==> config.mk <==
export PLATFORM = sky130hd
export DESIGN_NAME = rsp_rail_ctrl
export DESIGN_NICKNAME = d
export VERILOG_FILES = /design/src/rsp_pkg.sv /design/src/rsp_slew_if.sv /design/src/rsp_rail_ctrl.sv /design/src/rsp_slew_unit.sv
export SDC_FILE = /design/constraint.sdc
export NUM_CORES = 2
export LEC_CHECK = 0
export BUFFER_PORTS_ARGS = -buffer_cell sky130_fd_sc_hd__buf_2
export CAP_MARGIN = 20
export CELL_PAD_IN_SITES_DETAIL_PLACEMENT = 0
export CELL_PAD_IN_SITES_GLOBAL_PLACEMENT = 1
export CORE_MARGIN = 2
export CORE_UTILIZATION = 41
export CTS_CLUSTER_SIZE = 24
export DETAILED_ROUTE_END_ITERATION = 10
export GPL_ROUTABILITY_DRIVEN = 0
export PLACE_DENSITY_LB_ADDON = 0.1
export SYNTH_ARGS = -nofsm -noshare
export SYNTH_HDL_FRONTEND = slang
export SYNTH_HIERARCHICAL = 1
export SYNTH_SLANG_ARGS = --single-unit
export TNS_END_PERCENT = 30
==> constraint.sdc <==
create_clock -name clk -period 18.35 [get_ports clk]
set_clock_uncertainty 0.1 [all_clocks]
set_input_delay 2.7525 -clock clk [delete_from_list [all_inputs] [get_ports clk]]
set_output_delay 2.7525 -clock clk [all_outputs]
set_load 0.02 [all_outputs]
==> src/rsp_pkg.sv <==
// shared constants and types of the rail setpoint and error sampling block
package rsp_pkg;

	// ------------------------------------------------------------
	// register byte addresses
	// ------------------------------------------------------------
	localparam logic [7:0] ADDR_ONOFF     = 8'h00;
	localparam logic [7:0] ADDR_OPERATION = 8'h04;
	localparam logic [7:0] ADDR_VID_CFG   = 8'h08;
	localparam logic [7:0] ADDR_VID_CODE  = 8'h0C;
	localparam logic [7:0] ADDR_VOUT_CMD  = 8'h10;
	localparam logic [7:0] ADDR_CAL_OFS   = 8'h14;
	localparam logic [7:0] ADDR_SCALE     = 8'h18;
	localparam logic [7:0] ADDR_VOUT_MAX  = 8'h1C;
	localparam logic [7:0] ADDR_MRG_HIGH  = 8'h20;
	localparam logic [7:0] ADDR_MRG_LOW   = 8'h24;
	localparam logic [7:0] ADDR_SAMPLE    = 8'h28;
	localparam logic [7:0] ADDR_GAINS     = 8'h2C;
	localparam logic [7:0] ADDR_STATUS    = 8'h30;

	// ------------------------------------------------------------
	// field positions
	// ------------------------------------------------------------
	localparam int ONOFF_SRC_LSB   = 0;
	localparam int ONOFF_POL_BIT   = 3;
	localparam int OP_SUPPRESS_BIT = 3;
	localparam int OP_MARGIN_LSB   = 4;
	localparam int OP_ON_BIT       = 7;
	localparam int VID_MODE_BIT    = 0;
	localparam int VID_START_LSB   = 8;
	localparam int VID_LOW_LSB     = 16;
	localparam int VID_HIGH_LSB    = 24;
	localparam int VID_DAC_SHIFT   = 2;

	// ------------------------------------------------------------
	// reset values
	// ------------------------------------------------------------
	localparam logic [31:0] ONOFF_RST     = 32'h0000000B;
	localparam logic [31:0] OPERATION_RST = 32'h00000000;
	localparam logic [31:0] VID_CFG_RST   = 32'hFF000000;
	localparam logic [15:0] SCALE_RST     = 16'h8000;
	localparam logic [15:0] VOUT_MAX_RST  = 16'hFFFF;
	localparam logic [5:0]  GAINS_RST     = 6'h2A;

	// ------------------------------------------------------------
	// enumerations
	// ------------------------------------------------------------
	typedef enum logic [2:0] {
		SRC_OFF  = 3'b000,
		SRC_AUTO = 3'b001,
		SRC_PIN  = 3'b010,
		SRC_OP   = 3'b011,
		SRC_AND  = 3'b100
	} rsp_onoff_src_t;

	typedef enum logic [1:0] {
		MRG_NOM  = 2'b00,
		MRG_LOW  = 2'b01,
		MRG_HIGH = 2'b10
	} rsp_margin_t;

	typedef enum logic [1:0] {
		ST_HOLD  = 2'b00,
		ST_START = 2'b01,
		ST_RUN   = 2'b10
	} rsp_state_t;

	// ------------------------------------------------------------
	// error adc and timing
	// ------------------------------------------------------------
	localparam logic signed [15:0] ADC_MAX   = 16'sh001F;
	localparam logic signed [15:0] ADC_MIN   = -16'sh0020;
	localparam logic [1:0]         GAIN_TOP  = 2'h3;
	localparam logic [9:0]         DAC_FULL  = 10'h3FF;
	localparam logic signed [10:0] OFS_LIMIT = 11'sh3FF;

	localparam int CLK_PERIOD_NS       = 50;
	localparam int STARTUP_TIME_NS     = 100000;
	localparam int STARTUP_CYCLES      = (STARTUP_TIME_NS + CLK_PERIOD_NS - 1) / CLK_PERIOD_NS;
	localparam int DAC_LSB_MV          = 2;
	localparam int DAC_LSB_UV          = 2000;
	localparam int SLEW_RATE_UV_PER_US = 156;
	localparam int SLEW_STEP_NS        = DAC_LSB_UV * 1000 / SLEW_RATE_UV_PER_US;
	localparam int SLEW_STEP_CYCLES    = SLEW_STEP_NS / CLK_PERIOD_NS;

endpackage

==> src/rsp_slew_if.sv <==
// saturation flags and slew offset passed between control and slew unit
`timescale 1ns/1ns
interface rsp_slew_if;
	logic               satHigh;
	logic               satLow;
	logic               clear;
	logic signed [10:0] offset;

	modport ctrl (output satHigh, output satLow, output clear, input offset);
	modport slew (input satHigh, input satLow, input clear, output offset);
endinterface

==> src/rsp_rail_ctrl.sv <==
// rail control: reset entry, on/off source, setpoint, error sampling
// ------------------------------------------------------------
// Overview of operation
// - supply above power-on threshold starts startup sequence, then normal operation
// - external reset pin low holds the device in reset
// - on/off source: off, auto, pin only, operation only, pin AND operation
// - on/off config also sets control pin polarity
// - vid_mode_config selects steady programmed setpoint or dynamic vid codes
// - nominal setpoint from command, calibration offset, loop scale and maximum
// - operation selects nominal, margin high or margin low setpoint
// - operation option suppresses voltage faults while margined
// - sense sampled at programmable time within switching period
// - sense subtracted from 10-bit dac reference, amplified, then converted
// - gain codes 0..3 give 1x,2x,4x,8x at 8,4,2,1 mV per lsb
// - gain stored per coefficient bank: ramp, regulation, light load
// - error beyond range reads saturated -32 or 31
// - while saturated dac slews toward sense at 0.156 V/ms
// - vid_mode_config holds mode, upper and lower limits, power-up code
// - bank 0 ramp or tracking, bank 1 regulation, bank 2 light load
// ------------------------------------------------------------
//
// Implementation choices: the APB register port and the placing of the registers.
`timescale 1ns/1ns
module rsp_rail_ctrl import rsp_pkg::*; (
	input  wire logic        clk,
	input  wire logic        rst,
	input  wire logic        logicSupplyOk,
	input  wire logic        externalResetPinN,
	input  wire logic        controlPin,
	input  wire logic        rampActive,
	input  wire logic        lightLoad,
	input  wire logic        periodStart,
	input  wire logic [11:0] sensePosInput,
	input  wire logic [11:0] senseNegInput,
	input  wire logic        psel,
	input  wire logic        penable,
	input  wire logic        pwrite,
	input  wire logic [7:0]  paddr,
	input  wire logic [31:0] pwdata,
	output logic [31:0]      prdata,
	output logic             pready,
	output logic             pslverr,
	output logic             deviceReady,
	output logic             railOn,
	output logic [9:0]       dacCode,
	output logic [5:0]       errorAdcCode,
	output logic             sampleStrobe,
	output logic [1:0]       activeBank,
	output logic [1:0]       frontendGainCode,
	output logic             faultSuppress
);

	rsp_state_t         state_q;
	logic [11:0]        startCnt_q;
	logic [31:0]        onoff_q;
	logic [31:0]        operation_q;
	logic [31:0]        vidCfg_q;
	logic [7:0]         vidCode_q;
	logic [15:0]        voutCmd_q;
	logic [15:0]        calOfs_q;
	logic [15:0]        scale_q;
	logic [15:0]        voutMax_q;
	logic [15:0]        mrgHigh_q;
	logic [15:0]        mrgLow_q;
	logic [15:0]        sampleTime_q;
	logic [5:0]         gains_q;
	logic [15:0]        periodCnt_q;
	logic               armed_q;
	logic               satHigh_q;
	logic               satLow_q;
	logic [31:0]        prdata_q;
	logic               pready_q;
	logic               pslverr_q;
	logic               railOn_q;
	logic [9:0]         dacCode_q;
	logic [5:0]         errorAdcCode_q;
	logic               sampleStrobe_q;
	logic [1:0]         activeBank_q;
	logic [1:0]         gainSel_q;
	logic               faultSuppress_q;
	logic               ready_q;
	logic               pinOn;
	logic               opOn;
	logic               wrEn;
	logic               rdPhase;
	logic               mapped;
	logic [31:0]        rdValue;
	logic [9:0]         setpoint;
	logic [9:0]         dacNext;
	logic signed [15:0] errCode;
	logic               running;
	rsp_margin_t        margin;
	rsp_onoff_src_t     src;

	rsp_slew_if slewBus ();

	rsp_slew_unit rsp_slew_unit_i (
		.clk (clk),
		.rst (rst),
		.sl  (slewBus)
	);

	assign prdata           = prdata_q;
	assign pready           = pready_q;
	assign pslverr          = pslverr_q;
	assign deviceReady      = ready_q;
	assign railOn           = railOn_q;
	assign dacCode          = dacCode_q;
	assign errorAdcCode     = errorAdcCode_q;
	assign sampleStrobe     = sampleStrobe_q;
	assign activeBank       = activeBank_q;
	assign frontendGainCode = gainSel_q;
	assign faultSuppress    = faultSuppress_q;
	assign running          = (state_q == ST_RUN);

	// ------------------------------------------------------------
	// setting in mV to dac code: offset, clamp to max, scale, saturate
	// ------------------------------------------------------------
	function automatic logic [9:0] settingToDac(input logic [15:0] raw, input logic [15:0] ofs,
						    input logic [15:0] vmax, input logic [15:0] scl);
		logic signed [17:0] sum;
		logic [16:0]        lim;
		logic [32:0]        prod;
		logic [16:0]        dacWide;
		sum = $signed({2'b00, raw}) + $signed({{2{ofs[15]}}, ofs});
		if (sum < 18'sh00000) begin
			lim = 17'h00000;
		end else if (sum > $signed({2'b00, vmax})) begin
			lim = {1'b0, vmax};
		end else begin
			lim = sum[16:0];
		end
		prod    = {16'h0000, lim} * {17'h00000, scl};
		dacWide = 17'(prod[32:16] / 17'(DAC_LSB_MV));
		// saturate rather than wrap if the host breaks the dac limit
		if (dacWide > {7'h00, DAC_FULL}) begin
			return DAC_FULL;
		end
		return dacWide[9:0];
	endfunction

	// ------------------------------------------------------------
	// reset entry and startup sequence
	// ------------------------------------------------------------
	always_ff @(posedge clk or posedge rst) begin
		if (rst) begin
			state_q    <= ST_HOLD;
			startCnt_q <= 12'h000;
			ready_q    <= 1'b0;
		end else if (!logicSupplyOk || !externalResetPinN) begin
			state_q    <= ST_HOLD;
			startCnt_q <= 12'h000;
			ready_q    <= 1'b0;
		end else begin
			case (state_q)
				ST_HOLD: begin
					state_q    <= ST_START;
					startCnt_q <= 12'h000;
				end
				ST_START: begin
					if (startCnt_q == 12'(STARTUP_CYCLES - 1)) begin
						state_q <= ST_RUN;
						ready_q <= 1'b1;
					end else begin
						startCnt_q <= startCnt_q + 12'h001;
					end
				end
				ST_RUN: begin
					state_q <= ST_RUN;
				end
				default: begin
					state_q <= ST_HOLD;
					ready_q <= 1'b0;
				end
			endcase
		end
	end

	// ------------------------------------------------------------
	// apb slave: one wait state so read data comes from a flop
	// ------------------------------------------------------------
	assign rdPhase = psel && penable && !pready_q;
	assign wrEn    = psel && penable && pready_q && pwrite && mapped;

	always_comb begin
		mapped  = 1'b1;
		rdValue = 32'h00000000;
		case (paddr)
			ADDR_ONOFF:     rdValue = onoff_q;
			ADDR_OPERATION: rdValue = operation_q;
			ADDR_VID_CFG:   rdValue = vidCfg_q;
			ADDR_VID_CODE:  rdValue = {24'h000000, vidCode_q};
			ADDR_VOUT_CMD:  rdValue = {16'h0000, voutCmd_q};
			ADDR_CAL_OFS:   rdValue = {16'h0000, calOfs_q};
			ADDR_SCALE:     rdValue = {16'h0000, scale_q};
			ADDR_VOUT_MAX:  rdValue = {16'h0000, voutMax_q};
			ADDR_MRG_HIGH:  rdValue = {16'h0000, mrgHigh_q};
			ADDR_MRG_LOW:   rdValue = {16'h0000, mrgLow_q};
			ADDR_SAMPLE:    rdValue = {16'h0000, sampleTime_q};
			ADDR_GAINS:     rdValue = {26'h0000000, gains_q};
			ADDR_STATUS:    rdValue = {6'h00, dacCode_q, errorAdcCode_q, activeBank_q, gainSel_q,
						   satLow_q, satHigh_q, faultSuppress_q, railOn_q, state_q};
			default:        mapped = 1'b0;
		endcase
	end

	always_ff @(posedge clk or posedge rst) begin
		if (rst) begin
			pready_q  <= 1'b0;
			pslverr_q <= 1'b0;
			prdata_q  <= 32'h00000000;
		end else begin
			pready_q  <= rdPhase;
			pslverr_q <= rdPhase && !mapped;
			if (rdPhase) begin
				prdata_q <= (pwrite || !mapped) ? 32'h00000000 : rdValue;
			end
		end
	end

	// ------------------------------------------------------------
	// configuration registers
	// ------------------------------------------------------------
	always_ff @(posedge clk or posedge rst) begin
		if (rst) begin
			onoff_q      <= ONOFF_RST;
			operation_q  <= OPERATION_RST;
			vidCfg_q     <= VID_CFG_RST;
			voutCmd_q    <= 16'h0000;
			calOfs_q     <= 16'h0000;
			scale_q      <= SCALE_RST;
			voutMax_q    <= VOUT_MAX_RST;
			mrgHigh_q    <= 16'h0000;
			mrgLow_q     <= 16'h0000;
			sampleTime_q <= 16'h0000;
			gains_q      <= GAINS_RST;
		end else if (wrEn) begin
			case (paddr)
				ADDR_ONOFF:     onoff_q      <= {28'h0000000, pwdata[3:0]};
				ADDR_OPERATION: operation_q  <= {24'h000000, pwdata[7:0]};
				ADDR_VID_CFG:   vidCfg_q     <= {pwdata[31:8], 7'h00, pwdata[0]};
				ADDR_VOUT_CMD:  voutCmd_q    <= pwdata[15:0];
				ADDR_CAL_OFS:   calOfs_q     <= pwdata[15:0];
				ADDR_SCALE:     scale_q      <= pwdata[15:0];
				ADDR_VOUT_MAX:  voutMax_q    <= pwdata[15:0];
				ADDR_MRG_HIGH:  mrgHigh_q    <= pwdata[15:0];
				ADDR_MRG_LOW:   mrgLow_q     <= pwdata[15:0];
				ADDR_SAMPLE:    sampleTime_q <= pwdata[15:0];
				ADDR_GAINS:     gains_q      <= pwdata[5:0];
				default:        gains_q      <= gains_q;
			endcase
		end
	end

	// power-up vid code loaded at the end of startup; later bus writes steer it
	always_ff @(posedge clk or posedge rst) begin
		if (rst) begin
			vidCode_q <= 8'h00;
		end else if (state_q == ST_START && startCnt_q == 12'(STARTUP_CYCLES - 1)) begin
			vidCode_q <= vidCfg_q[VID_START_LSB +: 8];
		end else if (wrEn && paddr == ADDR_VID_CODE) begin
			vidCode_q <= pwdata[7:0];
		end
	end

	// ------------------------------------------------------------
	// setpoint selection and dac drive
	// ------------------------------------------------------------
	assign margin = rsp_margin_t'(operation_q[OP_MARGIN_LSB +: 2]);

	always_comb begin
		logic [7:0] code;
		code = vidCode_q;
		if (vidCfg_q[VID_MODE_BIT]) begin
			// limits bound the vid code before it reaches the dac
			if (code > vidCfg_q[VID_HIGH_LSB +: 8]) begin
				code = vidCfg_q[VID_HIGH_LSB +: 8];
			end
			if (code < vidCfg_q[VID_LOW_LSB +: 8]) begin
				code = vidCfg_q[VID_LOW_LSB +: 8];
			end
			setpoint = {code, 2'b00} >> (VID_DAC_SHIFT - 2);
		end else begin
			case (margin)
				MRG_HIGH: setpoint = settingToDac(mrgHigh_q, calOfs_q, voutMax_q, scale_q);
				MRG_LOW:  setpoint = settingToDac(mrgLow_q, calOfs_q, voutMax_q, scale_q);
				default:  setpoint = settingToDac(voutCmd_q, calOfs_q, voutMax_q, scale_q);
			endcase
		end
	end

	always_comb begin
		logic signed [11:0] sum;
		sum = $signed({2'b00, setpoint}) + $signed({slewBus.offset[10], slewBus.offset});
		if (sum < 12'sh000) begin
			dacNext = 10'h000;
		end else if (sum > $signed({2'b00, DAC_FULL})) begin
			dacNext = DAC_FULL;
		end else begin
			dacNext = sum[9:0];
		end
	end

	always_ff @(posedge clk or posedge rst) begin
		if (rst) begin
			dacCode_q <= 10'h000;
		end else begin
			dacCode_q <= running ? dacNext : 10'h000;
		end
	end

	// ------------------------------------------------------------
	// sample timing, error conversion and saturation
	// ------------------------------------------------------------
	always_ff @(posedge clk or posedge rst) begin
		if (rst) begin
			periodCnt_q    <= 16'h0000;
			armed_q        <= 1'b0;
			sampleStrobe_q <= 1'b0;
		end else if (periodStart) begin
			periodCnt_q    <= 16'h0000;
			armed_q        <= 1'b1;
			sampleStrobe_q <= 1'b0;
		end else begin
			if (periodCnt_q != 16'hFFFF) begin
				periodCnt_q <= periodCnt_q + 16'h0001;
			end
			sampleStrobe_q <= running && armed_q && periodCnt_q == sampleTime_q;
			if (periodCnt_q == sampleTime_q) begin
				armed_q <= 1'b0;
			end
		end
	end

	always_comb begin
		logic signed [15:0] diffMv;
		diffMv  = $signed({4'h0, dacCode_q, 2'b00}) / 16'(DAC_LSB_MV * 2) * 16'(DAC_LSB_MV)
			  - ($signed({4'h0, sensePosInput}) - $signed({4'h0, senseNegInput}));
		errCode = diffMv >>> (GAIN_TOP - gainSel_q);
	end

	always_ff @(posedge clk or posedge rst) begin
		if (rst) begin
			errorAdcCode_q <= 6'h00;
			satHigh_q      <= 1'b0;
			satLow_q       <= 1'b0;
		end else if (!running) begin
			errorAdcCode_q <= 6'h00;
			satHigh_q      <= 1'b0;
			satLow_q       <= 1'b0;
		end else if (sampleStrobe_q) begin
			satHigh_q <= errCode > ADC_MAX;
			satLow_q  <= errCode < ADC_MIN;
			if (errCode > ADC_MAX) begin
				errorAdcCode_q <= ADC_MAX[5:0];
			end else if (errCode < ADC_MIN) begin
				errorAdcCode_q <= ADC_MIN[5:0];
			end else begin
				errorAdcCode_q <= errCode[5:0];
			end
		end
	end

	assign slewBus.satHigh = satHigh_q;
	assign slewBus.satLow  = satLow_q;
	assign slewBus.clear   = !running;

	// ------------------------------------------------------------
	// rail enable, bank and gain, fault suppression
	// ------------------------------------------------------------
	assign src   = rsp_onoff_src_t'(onoff_q[ONOFF_SRC_LSB +: 3]);
	assign pinOn = (controlPin == onoff_q[ONOFF_POL_BIT]);
	assign opOn  = operation_q[OP_ON_BIT];

	always_ff @(posedge clk or posedge rst) begin
		if (rst) begin
			railOn_q        <= 1'b0;
			activeBank_q    <= 2'h1;
			gainSel_q       <= GAINS_RST[3:2];
			faultSuppress_q <= 1'b0;
		end else begin
			case (src)
				SRC_AUTO: railOn_q <= running;
				SRC_PIN:  railOn_q <= running && pinOn;
				SRC_OP:   railOn_q <= running && opOn;
				SRC_AND:  railOn_q <= running && pinOn && opOn;
				default:  railOn_q <= 1'b0;
			endcase
			if (rampActive) begin
				activeBank_q <= 2'h0;
				gainSel_q    <= gains_q[1:0];
			end else if (lightLoad) begin
				activeBank_q <= 2'h2;
				gainSel_q    <= gains_q[5:4];
			end else begin
				activeBank_q <= 2'h1;
				gainSel_q    <= gains_q[3:2];
			end
			faultSuppress_q <= operation_q[OP_SUPPRESS_BIT] && !vidCfg_q[VID_MODE_BIT]
					   && (margin == MRG_HIGH || margin == MRG_LOW);
		end
	end

endmodule

==> src/rsp_slew_unit.sv <==
// setpoint slew offset generator used while the error adc saturates
`timescale 1ns/1ns
module rsp_slew_unit import rsp_pkg::*; (
	input  wire logic clk,
	input  wire logic rst,
	rsp_slew_if.slew  sl
);

	logic [11:0]        stepCnt_q;
	logic signed [10:0] offset_q;

	assign sl.offset = offset_q;

	// ------------------------------------------------------------
	// one dac lsb per step period keeps the rate fixed at any gain
	// ------------------------------------------------------------
	always_ff @(posedge clk or posedge rst) begin
		if (rst) begin
			stepCnt_q <= 12'h000;
			offset_q  <= 11'sh000;
		end else if (sl.clear) begin
			stepCnt_q <= 12'h000;
			offset_q  <= 11'sh000;
		end else if (sl.satHigh || sl.satLow) begin
			if (stepCnt_q == 12'(SLEW_STEP_CYCLES - 1)) begin
				stepCnt_q <= 12'h000;
				if (sl.satHigh && offset_q != -OFS_LIMIT) begin
					offset_q <= offset_q - 11'sh001;
				end else if (sl.satLow && offset_q != OFS_LIMIT) begin
					offset_q <= offset_q + 11'sh001;
				end
			end else begin
				stepCnt_q <= stepCnt_q + 12'h001;
			end
		end else begin
			stepCnt_q <= 12'h000;
		end
	end

endmodule

==> flow_summary.toml <==
[timing]
fin_crit_ps = 15920
min_period_over_period = 0.868
holdWs_ps = 382
slew-limit-headroom = 0.177
tns_ps = 0
drv_slew = 0
setup_violations = 0
rsz0062_at_grt = "false"
hold_violations = 0
worst_pin_slew_ps = 1230
fmax_ghz = 0.0628

[route]
drt_iter0_markers = 2481
drc = 0
final_antenna_net_count = 0
wl_um = 156000
num_vias = 37600
vias_per_cell = 5.47
wire_per_inst_um = 22.6
drt_first_pass_iters = 6

[worst_setup_path]
arrival_ps = 16350
path_class = "flop to flop"
cpMostUsedCell = "fa_1"
required_ps = 18780
startpoint_type = "flop"
crit_fanout = 16
end_kind = "flop"
slowest_stage = "nor2_2"
slowest_delay_ps = 850

[logic_synthesis]
seq_area_frac_synth = 0.150
synth_seq_cells = 277
yosys_warnings = 6
synth_top_area_cell = "fa_1"
synthDistinctLibCells = 102
ys.flop_type = "dfrtp_1"
synth.top_cell.area_share = 0.270
synth_area_leaders = "fa_1 27%, dfrtp_1 13%, ha_1 13%"
synth_area_um2 = 46500
synth_area_per_cell_um2 = 8.84
synthArstFlopShare = 1.00
synth-edff-count = 0
syn_inst = 5260

[cts]
cts_num_sinks = 277
clkTransAtPathRegs_ps = 70
numCtsBuffers = 31
clock_latency_ps = 630
htree_levels = 1
cts_hold_buffers = 0
cts-root-buf = "clkbuf_16"
postCtsSetupRepairBufs = 0
tritoncts = "built"
post_cts_resized = 0
cts_buffer_depth = 3

[place]
port_buffers = 132
dp_hpwl_um = 119000

[cells_and_area]
nNetsFinal = 6524
area_growth_pct = 8.17
layout_commonest_cell = "inv_1"
mostFrequentLayoutCells = "850 x inv_1, 663 x nand2_1, 628 x fa_1, 471 x ha_1, 323 x and2_1"
layout-drive-gt1-share = 0.0982
fillers = 11300

[power]
p_leak_uw = 0.0254
peakVddDrop_mv = 0.0657
power.total_uw = 1450
power.density_nw_per_um2 = 28.8

[floorplanning]
ios = 133
core_area_um2 = 112000
start_util = 0.413
rows = 123
dieArea_um2 = 116000
die_y_um = 341
die_x_um = 341

[grt]
grt_pass1_wl_um = 241000
grt_pass1_vias = 38900
grt_use_total = 0.271
antenna_found_initial = 18
grt_max_degree = 168
overflow = 0

[worst_hold_path]
hold_class = "flop to flop"

[status]
outcome = "completed"

[flow_run]
cap_violations = 0
## worst max-delay path: cells and delay by family, from the launching register on
| family | cells | cell delay [ps] |
|---|---|---|
| AO/OA/AOI/OAI | 22 | 5470 |
| adder cells (fa/ha/maj) | 11 | 4850 |
| AND/OR/NAND/NOR | 15 | 4010 |
| flip-flops | 1 | 420 |
| buffers and inverters | 6 | 420 |
| XOR/XNOR | 2 | 300 |
| multiplexers | 1 | 230 |
## kinds of logic after synthesis
kind of cell	synth area share
AO/OA/AOI/OAI	0.126
XOR/XNOR	0.0294
adder cells (fa/ha/maj)	0.397
buffers and inverters	0.0866
flip-flops	0.150
multiplexers	0.0443
other	0.000161
AND/OR/NAND/NOR	0.167
## final cells by class
class | count | area (µm²) | area share
diodes | 1 | 2.50 | 0.0000497
clock buffers | 48 | 900 | 0.0179
clock inverters | 10 | 153 | 0.00303
inverters | 853 | 3210 | 0.0638
multi-input cells | 3962 | 35800 | 0.711
flip-flops and latches | 277 | 6990 | 0.139
well taps | 1500 | 1880 | 0.0373
repair buffers | 225 | 1390 | 0.0276
## synthesized netlist by cell type, types with 22 or more instances
master,n
a211oi_1,22
a21o_1,96
a21oi_1,228
a221oi_1,37
a22o_1,31
a22oi_1,42
and2_1,323
and3_1,46
clkbuf_1,202
dfrtp_1,244
dfstp_2,33
fa_1,628
ha_1,471
inv_1,851
mux2_2,131
mux2i_1,55
nand2_1,663
nand2b_1,25
nand3_1,84
nand4_1,44
nor2_1,247
nor2b_1,27
nor3_1,50
o21a_1,39
o21ai_0,152
o21bai_1,26
or3_1,22
xnor2_1,77
xor2_1,79
## metrics by stage
stage | utilization | instance area [µm²] | instances | setup slack [ps]
after CTS | 0.447 | 50300 | 6873 | 2480
final | 0.447 | 50300 | 6876 | 2430
after detailed placement | 0.437 | 49200 | 6815 | 2620
after global placement | 0.437 | 49200 | 6815 | 2760
after floorplan | - | 46700 | 5306 | 5140
after global routing | 0.447 | 50300 | 6875 | 1480
## sequential cells by signal (all words and copies together), names as in the netlist, 4 cells and up
name and cells:
prdata 32, vidCfg_q 25, calOfs_q 16, mrgHigh_q 16, mrgLow_q 16, periodCnt_q 16
sampleTime_q 16, scale_q 16, voutCmd_q 16, voutMax_q 16, rsp_slew_unit_i/stepCnt_q 12, startCnt_q 12
rsp_slew_unit_i/sl.offset 11, dacCode 10, operation_q 8, vidCode_q 8, errorAdcCode 6, gains_q 6
onoff_q 4
## path summary, 6_finish.rpt
kind	end	slack [ps]	from	cells past startpoint
min in group asynchronous	rsp_slew_unit_i/sl.offset[4]	1980	rst	2
max reg2reg	dacCode[7]	2430	calOfs_q[1]	57
min reg2reg	prdata[14]	380	prdata[14]	2
max	dacCode[7]	2430	calOfs_q[1]	57
min	prdata[14]	380	prdata[14]	2
max in group asynchronous	scale_q[1]	14530	rst	3
## per-layer routing
metal,vias up,share of wire,global-route usage
met3,250,0.054,0.0338
met1,18900,0.44,0.367
met5,-,0.00083,0
li1,17400,-,-
met2,1068,0.47,0.453
met4,20,0.035,0.0807
## where the power goes
part	total [µW]	internal [µW]	switching, µW
clock network	652	380	272
registers	617	614	3.65
logic	179	65.6	113
total	1450	1060	389
Power figures use the tool's default switching activity.
